[config.mk]
export PLATFORM = sky130hd
export DESIGN_NAME = urhd_regs
export DESIGN_NICKNAME = d
export VERILOG_FILES = /design/src/core/urhd_pkg.sv /design/src/core/urhd_sync.sv /design/src/core/urhd_regs.sv
export VERILOG_INCLUDE_DIRS = /design/src /design/src/core
export SDC_FILE = /design/constraint.sdc
export NUM_CORES = 1
export LEC_CHECK = 0
export BUFFER_PORTS_ARGS = -buffer_cell sky130_fd_sc_hd__buf_2
export CAP_MARGIN = 20
export CORE_MARGIN = 1.5
export CORE_UTILIZATION = 40
export DETAILED_ROUTE_END_ITERATION = 10
export PLACE_DENSITY = 0.7
export SLEW_MARGIN = 20
export SYNTH_ARGS = -nofsm -noshare
export SYNTH_HDL_FRONTEND = slang
export SYNTH_SLANG_ARGS = --single-unit
[constraint.sdc]
create_clock -name aclk -period 1.5 [get_ports aclk]
set_clock_uncertainty 0.05 [all_clocks]
set_input_delay 0.225 -clock aclk [delete_from_list [all_inputs] [get_ports aclk]]
set_output_delay 0.225 -clock aclk [all_outputs]
set_load 0.005 [all_outputs]
[src/core/urhd_consts.svh]
// Offsets, field positions and reset values of the root hub descriptor block.
`ifndef URHD_CONSTS_SVH
`define URHD_CONSTS_SVH

// Register byte offsets on the AXI4-Lite bus.
`define URHD_OFF_DESC_A   8'h00
`define URHD_OFF_DESC_B   8'h04
`define URHD_OFF_PWR_CTL  8'h08

// Descriptor A field positions.
`define URHD_NO_OVERCURRENT_PROTECT_BIT     12
`define URHD_OVERCURRENT_REPORT_GRANULARITY_BIT     11
`define URHD_DT_BIT       10
`define URHD_NPS_BIT      9
`define URHD_PSM_BIT      8
`define URHD_NDP_VALUE    8'h01

// Descriptor B field positions for the single port.
`define URHD_PORT_POWER_MASK_P1_BIT  17
`define URHD_DR_P1_BIT    1

// Power control register: write strobes and read-back status bits.
`define URHD_CMD_SET_GLB  0
`define URHD_CMD_CLR_GLB  1
`define URHD_CMD_SET_PRT  2
`define URHD_CMD_CLR_PRT  3
`define URHD_ST_POWER     0
`define URHD_ST_OC_HUB    1
`define URHD_ST_OC_PORT   2

// Reset values.
`define URHD_RST_NO_OVERCURRENT_PROTECT     1'b0
`define URHD_RST_NPS      1'b0
`define URHD_RST_PSM      1'b0
`define URHD_RST_OVERCURRENT_REPORT_GRANULARITY     `URHD_RST_PSM
`define URHD_RST_MASK_P1  1'b0
`define URHD_RST_DR_P1    1'b0

// AXI response codes.
`define URHD_RESP_OKAY    2'b00
`define URHD_RESP_SLVERR  2'b10

`endif

[src/core/urhd_pkg.sv]
// Types shared by the root hub descriptor block.
package urhd_pkg;

  // Effective port power regime derived from the descriptor bits.
  typedef enum logic [1:0] {
    PM_ALWAYS,
    PM_GLOBAL,
    PM_PERPORT
  } urhd_pmode_t;

endpackage

[src/core/urhd_sync.sv]
// Three-stage input synchroniser with agreement filter for one pin.
`timescale 1ns/100ps
`default_nettype none

module urhd_sync (
  // Clock and reset
  input  wire logic aclk,
  input  wire logic aresetn,
  // Asynchronous input and its synchronised level
  input  wire logic pin_in,
  output var  logic level_out
);

  logic stage1;
  logic stage2;
  logic stage3;

  // Stage one feeds only stage two, so metastability never reaches logic.
  always_ff @(posedge aclk) begin
    if (!aresetn) begin
      stage1 <= 1'b0;
      stage2 <= 1'b0;
      stage3 <= 1'b0;
    end else begin
      stage1 <= pin_in;
      stage2 <= stage1;
      stage3 <= stage2;
    end
  end

  // A new level counts only once stages two and three agree.
  always_ff @(posedge aclk) begin
    if (!aresetn) begin
      level_out <= 1'b0;
    end else if (stage2 == stage3) begin
      level_out <= stage3;
    end
  end

endmodule

`default_nettype wire

[src/core/urhd_regs.sv]
// Root hub descriptor registers with port power control, AXI4-Lite slave.
`timescale 1ns/100ps
`default_nettype none
`include "urhd_consts.svh"

// Functional notes
// - Over-current mode 0 reports collectively, 1 reports per port.
// - Over-current mode is ignored while no-protection bit is set.
// - Over-current mode resets to the same value as power switching mode.
// - Compound-device bit always reads zero; software writes zero.
// - No-power-switching 0 means switched ports, 1 means always powered.
// - With switching enabled, switching mode picks global or per-port.
// - Switching mode 0 powers all ports together, 1 individually.
// - Switching mode counts only while no-power-switching is cleared.
// - Per-port mode: masked port obeys port commands, unmasked obeys global.
// - Downstream port count is read-only and reads one.
// - Power mask in upper half; bit 0 reserved; set bit excludes port.
// - Power mask has no effect in global switching mode.
// - Removable bits in lower half; bit 0 reserved; 1 means fixed.
// - No-protection bit at position 12; 1 means no protection.

module urhd_regs (
  // Clock and reset
  input  wire logic        aclk,
  input  wire logic        aresetn,
  // AXI4-Lite write address channel
  input  wire logic [7:0]  awaddr,
  input  wire logic        awvalid,
  output var  logic        awready,
  // AXI4-Lite write data channel
  input  wire logic [31:0] wdata,
  input  wire logic [3:0]  wstrb,
  input  wire logic        wvalid,
  output var  logic        wready,
  // AXI4-Lite write response channel
  output var  logic [1:0]  bresp,
  output var  logic        bvalid,
  input  wire logic        bready,
  // AXI4-Lite read address channel
  input  wire logic [7:0]  araddr,
  input  wire logic        arvalid,
  output var  logic        arready,
  // AXI4-Lite read data channel
  output var  logic [31:0] rdata,
  output var  logic [1:0]  rresp,
  output var  logic        rvalid,
  input  wire logic        rready,
  // Port side
  input  wire logic        overcurrent_pin,
  output var  logic        port_power,
  output var  logic        oc_collective,
  output var  logic        oc_port,
  output var  logic        port_nonremovable
);

  //--------------------------------------------------------------------------
  // Declarations
  //--------------------------------------------------------------------------
  logic                 no_overcurrent_protect;
  logic                 overcurrent_report_granularity;
  logic                 no_power_switching;
  logic                 individual_power_select;
  logic                 port_power_mask_p1;
  logic                 device_nonremovable_p1;
  logic                 aw_full, w_full, do_write, rd_hit, wr_hit;
  logic                 oc_level, rd_was_a, rd_was_b;
  logic [7:0]           aw_addr_q;
  logic [3:0]           w_strb_q, cmd_pulse;
  logic [31:0]          w_data_q, byte_mask, desc_a_word, desc_b_word;
  logic [31:0]          status_word, next_desc_a, next_desc_b;
  logic [31:0]          next_cmd, rd_word;
  urhd_pkg::urhd_pmode_t pmode;

  //--------------------------------------------------------------------------
  // Over-current pin synchroniser
  //--------------------------------------------------------------------------
  // The pin is asynchronous to aclk and must be filtered before use.
  urhd_sync u_oc_sync (
    .aclk      (aclk),
    .aresetn   (aresetn),
    .pin_in    (overcurrent_pin),
    .level_out (oc_level)
  );

  //--------------------------------------------------------------------------
  // Register images
  //--------------------------------------------------------------------------
  // Descriptor A: fixed fields are constants, so writes cannot reach them.
  always_comb begin
    desc_a_word                  = 32'h0000_0000;
    desc_a_word[7:0]             = `URHD_NDP_VALUE;
    desc_a_word[`URHD_PSM_BIT]   = individual_power_select;
    desc_a_word[`URHD_NPS_BIT]   = no_power_switching;
    desc_a_word[`URHD_DT_BIT]    = 1'b0;
    desc_a_word[`URHD_OVERCURRENT_REPORT_GRANULARITY_BIT]  = overcurrent_report_granularity;
    desc_a_word[`URHD_NO_OVERCURRENT_PROTECT_BIT]  = no_overcurrent_protect;
  end

  // Descriptor B: only port 1 exists, reserved and absent bits read zero.
  always_comb begin
    desc_b_word                  = 32'h0000_0000;
    desc_b_word[`URHD_PORT_POWER_MASK_P1_BIT] = port_power_mask_p1;
    desc_b_word[`URHD_DR_P1_BIT]   = device_nonremovable_p1;
  end

  // Power control read-back shows the live port state.
  always_comb begin
    status_word                    = 32'h0000_0000;
    status_word[`URHD_ST_POWER]    = port_power;
    status_word[`URHD_ST_OC_HUB]   = oc_collective;
    status_word[`URHD_ST_OC_PORT]  = oc_port;
  end

  //--------------------------------------------------------------------------
  // Write path
  //--------------------------------------------------------------------------
  // Byte enables widen to a bit mask so partial writes keep other lanes.
  always_comb begin
    for (int i = 0; i < 4; i++) begin
      byte_mask[i*8 +: 8] = {8{w_strb_q[i]}};
    end
  end

  assign next_desc_a = (desc_a_word & ~byte_mask) | (w_data_q & byte_mask);
  assign next_desc_b = (desc_b_word & ~byte_mask) | (w_data_q & byte_mask);
  assign next_cmd    = w_data_q & byte_mask;
  assign do_write    = aw_full && w_full && !bvalid;
  assign wr_hit      = (aw_addr_q == `URHD_OFF_DESC_A) ||
                       (aw_addr_q == `URHD_OFF_DESC_B) ||
                       (aw_addr_q == `URHD_OFF_PWR_CTL);

  // Address and data are caught independently, in either order.
  always_ff @(posedge aclk) begin
    if (!aresetn) begin
      aw_full   <= 1'b0;
      w_full    <= 1'b0;
      awready   <= 1'b1;
      wready    <= 1'b1;
      aw_addr_q <= 8'h00;
      w_data_q  <= 32'h0000_0000;
      w_strb_q  <= 4'h0;
      bvalid    <= 1'b0;
      bresp     <= `URHD_RESP_OKAY;
    end else begin
      if (awvalid && awready) begin
        aw_full   <= 1'b1;
        aw_addr_q <= awaddr;
        awready   <= 1'b0;
      end
      if (wvalid && wready) begin
        w_full   <= 1'b1;
        w_data_q <= wdata;
        w_strb_q <= wstrb;
        wready   <= 1'b0;
      end
      if (do_write) begin
        aw_full <= 1'b0;
        w_full  <= 1'b0;
        bvalid  <= 1'b1;
        bresp   <= wr_hit ? `URHD_RESP_OKAY : `URHD_RESP_SLVERR;
      end
      // Ready returns only after the response, so one write is in flight.
      if (bvalid && bready) begin
        bvalid  <= 1'b0;
        awready <= 1'b1;
        wready  <= 1'b1;
      end
    end
  end

  // Descriptor A storage; compound-device and port count are not stored.
  always_ff @(posedge aclk) begin
    if (!aresetn) begin
      no_overcurrent_protect         <= `URHD_RST_NO_OVERCURRENT_PROTECT;
      no_power_switching             <= `URHD_RST_NPS;
      individual_power_select        <= `URHD_RST_PSM;
      overcurrent_report_granularity <= `URHD_RST_OVERCURRENT_REPORT_GRANULARITY;
    end else if (do_write && aw_addr_q == `URHD_OFF_DESC_A) begin
      no_overcurrent_protect         <= next_desc_a[`URHD_NO_OVERCURRENT_PROTECT_BIT];
      no_power_switching             <= next_desc_a[`URHD_NPS_BIT];
      individual_power_select        <= next_desc_a[`URHD_PSM_BIT];
      overcurrent_report_granularity <= next_desc_a[`URHD_OVERCURRENT_REPORT_GRANULARITY_BIT];
    end
  end

  // Descriptor B storage; absent ports have no flops, trading write-back
  // fidelity for area since software must leave those bits zero.
  always_ff @(posedge aclk) begin
    if (!aresetn) begin
      port_power_mask_p1     <= `URHD_RST_MASK_P1;
      device_nonremovable_p1 <= `URHD_RST_DR_P1;
    end else if (do_write && aw_addr_q == `URHD_OFF_DESC_B) begin
      port_power_mask_p1     <= next_desc_b[`URHD_PORT_POWER_MASK_P1_BIT];
      device_nonremovable_p1 <= next_desc_b[`URHD_DR_P1_BIT];
    end
  end

  // Power commands are one-cycle strobes taken from the control register.
  always_ff @(posedge aclk) begin
    if (!aresetn) begin
      cmd_pulse <= 4'h0;
    end else if (do_write && aw_addr_q == `URHD_OFF_PWR_CTL) begin
      cmd_pulse <= next_cmd[3:0];
    end else begin
      cmd_pulse <= 4'h0;
    end
  end

  //--------------------------------------------------------------------------
  // Port power control
  //--------------------------------------------------------------------------
  // Switching mode is consulted only when switching exists at all.
  always_comb begin
    if (no_power_switching) begin
      pmode = urhd_pkg::PM_ALWAYS;
    end else if (individual_power_select) begin
      pmode = urhd_pkg::PM_PERPORT;
    end else begin
      pmode = urhd_pkg::PM_GLOBAL;
    end
  end

  // Set wins over clear when both arrive in one write.
  always_ff @(posedge aclk) begin
    if (!aresetn) begin
      port_power <= 1'b0;
    end else begin
      case (pmode)
        urhd_pkg::PM_ALWAYS: port_power <= 1'b1;
        urhd_pkg::PM_GLOBAL: begin
          // The mask is ignored here.
          if (cmd_pulse[`URHD_CMD_SET_GLB]) begin
            port_power <= 1'b1;
          end else if (cmd_pulse[`URHD_CMD_CLR_GLB]) begin
            port_power <= 1'b0;
          end
        end
        urhd_pkg::PM_PERPORT: begin
          if (port_power_mask_p1) begin
            if (cmd_pulse[`URHD_CMD_SET_PRT]) begin
              port_power <= 1'b1;
            end else if (cmd_pulse[`URHD_CMD_CLR_PRT]) begin
              port_power <= 1'b0;
            end
          end else begin
            if (cmd_pulse[`URHD_CMD_SET_GLB]) begin
              port_power <= 1'b1;
            end else if (cmd_pulse[`URHD_CMD_CLR_GLB]) begin
              port_power <= 1'b0;
            end
          end
        end
        default: port_power <= 1'b0;
      endcase
    end
  end

  //--------------------------------------------------------------------------
  // Over-current reporting and removable flag
  //--------------------------------------------------------------------------
  // Reporting is silenced entirely when protection is not supported.
  always_ff @(posedge aclk) begin
    if (!aresetn) begin
      oc_collective <= 1'b0;
      oc_port       <= 1'b0;
    end else begin
      oc_collective <= !no_overcurrent_protect &&
                       !overcurrent_report_granularity && oc_level;
      oc_port       <= !no_overcurrent_protect &&
                       overcurrent_report_granularity && oc_level;
    end
  end

  // The removable flag goes out registered for the hub status logic.
  always_ff @(posedge aclk) begin
    if (!aresetn) begin
      port_nonremovable <= 1'b0;
    end else begin
      port_nonremovable <= device_nonremovable_p1;
    end
  end

  //--------------------------------------------------------------------------
  // Read path
  //--------------------------------------------------------------------------
  // Unmapped offsets answer with an error and zero data.
  always_comb begin
    rd_hit  = 1'b1;
    rd_word = 32'h0000_0000;
    case (araddr)
      `URHD_OFF_DESC_A:  rd_word = desc_a_word;
      `URHD_OFF_DESC_B:  rd_word = desc_b_word;
      `URHD_OFF_PWR_CTL: rd_word = status_word;
      default:           rd_hit  = 1'b0;
    endcase
  end

  // Data is latched at the address handshake; ready waits for rready.
  always_ff @(posedge aclk) begin
    if (!aresetn) begin
      arready  <= 1'b1;
      rvalid   <= 1'b0;
      rdata    <= 32'h0000_0000;
      rresp    <= `URHD_RESP_OKAY;
      rd_was_a <= 1'b0;
      rd_was_b <= 1'b0;
    end else if (arvalid && arready) begin
      arready  <= 1'b0;
      rvalid   <= 1'b1;
      rdata    <= rd_word;
      rresp    <= rd_hit ? `URHD_RESP_OKAY : `URHD_RESP_SLVERR;
      rd_was_a <= (araddr == `URHD_OFF_DESC_A);
      rd_was_b <= (araddr == `URHD_OFF_DESC_B);
    end else if (rvalid && rready) begin
      rvalid  <= 1'b0;
      arready <= 1'b1;
    end
  end
endmodule

`default_nettype wire

---- Word level (Yosys, flattened, before mapping) ----
Cells that the tools add are included.
storage, ports and cells
  output and inout port bits .............. 45
  bits of input ports ..................... 60
  word-level logic and storage cells ...... 86
  bits in registers ....................... 90
cells by class
  reduce and logical (&&, ||, !) cells .... 27
  bitwise logic cells ..................... 7
  equal/unequal tests ..................... 8
  mux-type cells .......................... 16
operator list
  kind                  count
  $pmux W18 S3          1
  $and A18 B18 Y18      2
  $not A18 Y18          1
  $or A18 B18 Y18       1
  $eq A8 B3 Y1 const B  2
  $eq A8 B4 Y1 const B  2
  $logic_not A8 Y1      2
  $logic_and A1 B1 Y1   14
  $and A13 B13 Y13      1
  $or A13 B13 Y13       1
  $mux W1               10
  $mux W2               4
  $ne A4 B4 Y1 const B  1
  $reduce_or A2 Y1      2
  $logic_not A1 Y1      3
  $pmux W1 S3           1
  $reduce_or A3 Y1      1
  $eq A2 B1 Y1 const B  1
  $eq A2 B2 Y1 const B  1
  $logic_not A2 Y1      1
  $logic_or A1 B1 Y1    2
  $reduce_and A2 Y1     1
  $reduce_bool A2 Y1    1
  $eq A1 B1 Y1          1
  $not A1 Y1            1

---- Logic depth before layout (Yosys ltp) ----
  word-level depth ........................ 4
  depth in mapped cells ................... 5
  gate-level depth less buffers ........... 3

---- By module ----
Synthesis repeated with hierarchy kept, for this count alone.
unflattened totals
  cell total of the unflattened synthesis .. 253
  area total of the unflattened synthesis .. 2,312.2 µm²
by module, submodules not included
  module     cells each  sequential area each (µm²)  area each (µm²)  instances
  urhd_regs  243         1,021.0                     2,195.9          1
  urhd_sync  10          80.1                        116.4            1

---- Worst setup path before layout ----
No wires, ideal clock.
  path type ............................... input to register
  from .................................... in araddr[1]
  to ...................................... reg rdata[11]
  required time ........................... 1,387 ps
  path buffers ............................ 0
  setup time .............................. 63 ps
  stages on the path ...................... 3
  data arrival time ....................... 1,397 ps
  setup slack ............................. -9 ps
  cells stage by stage .................... or4_4 nor4_1 a32o_1
between the ends
  word-level cells in the longest chain between the ends .. 2
  elaborated cells on any way between the ends .. 4
  classes of those cells .................. 2 x eq/ne; 1 x mux; 1 x reduce/logical
RTL lines
  element                                     line              text
  start, declared                             urhd_regs.sv:40   input wire logic [7:0] araddr,
  $eq A8 B4 Y1, or another cell as far along  urhd_regs.sv:290  case (araddr)
  $pmux W18 S3 (*)                            urhd_regs.sv:290
  end signal, assigned                        urhd_regs.sv:310  rdata <= rd_word;
  end, declared                               urhd_regs.sv:44   output var logic [31:0] rdata,
Every way passes the cells marked *; elsewhere a longest branch is shown, timed or not.
A chain may end at the register's enable or synchronous reset.

---- Final worst setup path ----
  from .................................... in araddr[1]
  to ...................................... reg rdata[2]
The elaborated chain is that of the path after synthesis.

==> summary.txt <==
Pwr
  – Total power: 2.686 mW
  – Power Dens Cells: 992.4 nW/um^2
  – Worst VDD drop: 0.5548 mV
  – Leak pwr: 1.179 nW

Floorplan
  – Die Span Y: 78.87 um
  – IO Pins: 105
  – Core Region: 5540 um^2
  – Initial Util: 41.55%
  – Die width: 78.87 um
  – Die ar.: 6220 um^2
  – Row count: 27

Layout
  – Area Growth Syn to Fin: 17.55%
  – Most common cell after layout, fill and taps aside: dfxtp_1
  – Post-route cell area: 2706 um^2
  – N_diodes: 0
  – Share of post-route cells with drive strength above 1: 24.76%
  – Final #Nets: 374
  – Most frequent cells in the layout: dfxtp_1 (55), buf_2 (54), nand2_1 (52)
  – Final std cells w/o fill: 387
  – # fillers: 584
  – Post-route core utilization: 48.85%

Setup path
  – WS Path Type: in2reg
  – CP max stage delay: 560 ps
  – Crit-path max FO: 5
  – CP required: 1680 ps
  – Nature of the critical path endpoint: flop
  – Slowest CP cell: or4_4
  – R2R depth: 3
  – Worst Path Buf+Inv: 1
  – Worst EP arrival: 1540 ps
  – Critical R2R Launch: arready
  – Worst-path cell chain: buf_2 > or4_4 > or3_2 > o21ai_0
  – Startpoint types: input port
  – Top Family by Delay on Critical Path: simple AND/OR/NAND/NOR gates
  – FF-to-FF setup slack: 140 ps
  – R2r endpoint: rdata[17]

Clock network
  – Hold-fix buffers, CTS: 0
  – Clk slew on worst S/H paths: 90 ps
  – Max Buffers Root-to-Sink: 2
  – CTS tree: built
  – Clock sinks: 55
  – CTS buffer count: 5
  – Root Driver: clkbuf_8
  – Clock Latency Late Sink: 310 ps
  – CTS H-tree lvls: 2

Worst hold path
  – Worst Hold Class: in2reg
  – Hold-critical path depth: 2
  – Hold Path End: u_oc_sync.stage1
  – Hold_sp: overcurrent_pin

Detailed routing
  – Antenna Nets Post-Route: 0
  – Post-route DRC: 0
  – Pre-antenna DRT Iters: 4
  – DR vias/cell: 4.610
  – Iteration-0 DRC Markers: 88
  – DR vias: 1784
  – Final wirelength: 4395 um
  – Routed length per instance: 11.36 um

Timing
  – Fin crit period: 1358 ps
  – Hold_ws: 74.88 ps
  – Setup ws final: 141.7 ps
  – Final Cycle Share: 90.55%
  – RSZ-0062 raised after global routing: no
  – Fmax: 0.7362 GHz
  – Final setup TNS: 0 ps
  – Final hold violation count: 0
  – Setup violators final: 0
  – Max-slew violations: 0

Synthesis
  – Distinct cells, synth: 37
  – Netlist Area Pre-Place: 2302 um^2
  – YS warnings: 0
  – Sequential share of the synthesized area: 47.83%
  – Mean post-synth cell area: 8.958 um^2
  – Synth Register Bits: 55
  – Cells after Synth: 257

Job
  – MaxCap Viol Count: 0

GRT
  – Final global-route overflow total: 0
  – Initial antenna violation count: 0
  – Largest net degree at the start of global routing: 36
  – Vias in the first global route: 1596
  – GR Util met1: 19.63%
  – Global-route wire length before repair: 7355 um
  – GRT Total Usage: 15.22%
  – GR Layer Usage met2: 24.05%
  – Grt met3 use: 4.483%
  – Busiest grt layer: met2

Placement
  – Placed cell areas: 2590 um^2
  – IO buf count: 54
  – RePlAce Congestion: 0.7283
  – Post-placement cell count: 379
  – Hpwl dp: 3270 um
  – Pre-CTS WS: -194.7 ps

Status
  – Outcome: complete, no violations
worst max-delay path by stage:
stage / from / end / cells past startpoint
after global routing: aw_addr_q[0] / cmd_pulse[1] / 4
after detailed placement: araddr[1] / rdata[2] / 4
after floorplan: araddr[1] / rdata[11] / 3
after CTS: aw_addr_q[0] / cmd_pulse[0] / 4
after global placement: araddr[1] / rdata[17] / 4
final: araddr[1] / rdata[2] / 4
synth_stat cells:
library cell	n	share of area, %
a2111o_1	1	0.49
a2111oi_0	1	0.38
a211oi_1	1	0.33
a21boi_0	24	7.8
a21boi_1	1	0.33
a21oi_1	3	0.65
a32o_1	4	1.7
and2_1	5	1.4
and3_1	3	0.82
and3b_1	3	1.1
and4_1	1	0.38
buf_4	26	8.5
clkbuf_1	13	2.1
clkbuf_2	1	0.22
conb_1	1	0.16
dfxtp_1	55	48
inv_1	4	0.65
mux2_2	1	0.49
mux2i_1	6	2.6
nand2_1	52	8.5
nand2b_1	3	0.82
nand3_1	11	2.4
nand3b_1	3	0.98
nand4_1	4	1.1
nand4b_1	1	0.38
nor2_1	5	0.82
nor2b_1	1	0.27
nor3b_1	6	2.0
nor4_1	2	0.54
nor4bb_1	1	0.43
o21a_1	1	0.33
o21ai_0	8	1.7
o31a_1	1	0.38
or2_2	1	0.27
or3_2	1	0.33
or4_1	1	0.33
or4_4	1	0.49
layout make-up:
| type | instances | area (um^2) | area share [%] |
|---|---|---|---|
| clock buffer | 8 | 100.1 | 3.699 |
| inverter | 4 | 15.01 | 0.5548 |
| multi-input combinational | 183 | 1047 | 38.70 |
| sequential | 55 | 1101 | 40.68 |
| tap | 72 | 90.09 | 3.329 |
| timing repair buffer | 65 | 352.8 | 13.04 |
logic make-up after synthesis:
group	after synthesis	share of synthesized area, %
AOI/OAI and AO/OA	45	14.19
DFF	55	47.83
muxes	7	3.098
and+or+nand+nor	105	23.26
other	1	0.1629
buffers and inverters	44	11.47
per-layer routing:
layer	part of all wire [%]	routed length, um
met2	43	1882
met5	0	0
met1	49	2138
met3	7.0	306
met4	1.5	68
power breakdown:
| part | internal [mW] | total (mW) | switching, mW |
|---|---|---|---|
| combinational | 0.124 | 0.268 | 0.144 |
| clock | 0.422 | 0.874 | 0.452 |
| sequential | 1.51 | 1.54 | 0.0327 |
repair_timing:
| action | 4_1_cts | 5_1_grt |
|---|---|---|
| setup endpoints to repair | 4 | 9 |
| setup buffers | 0 | 0 |
| resized for setup | 1 | 2 |
Power figures use the tool's default switching activity.
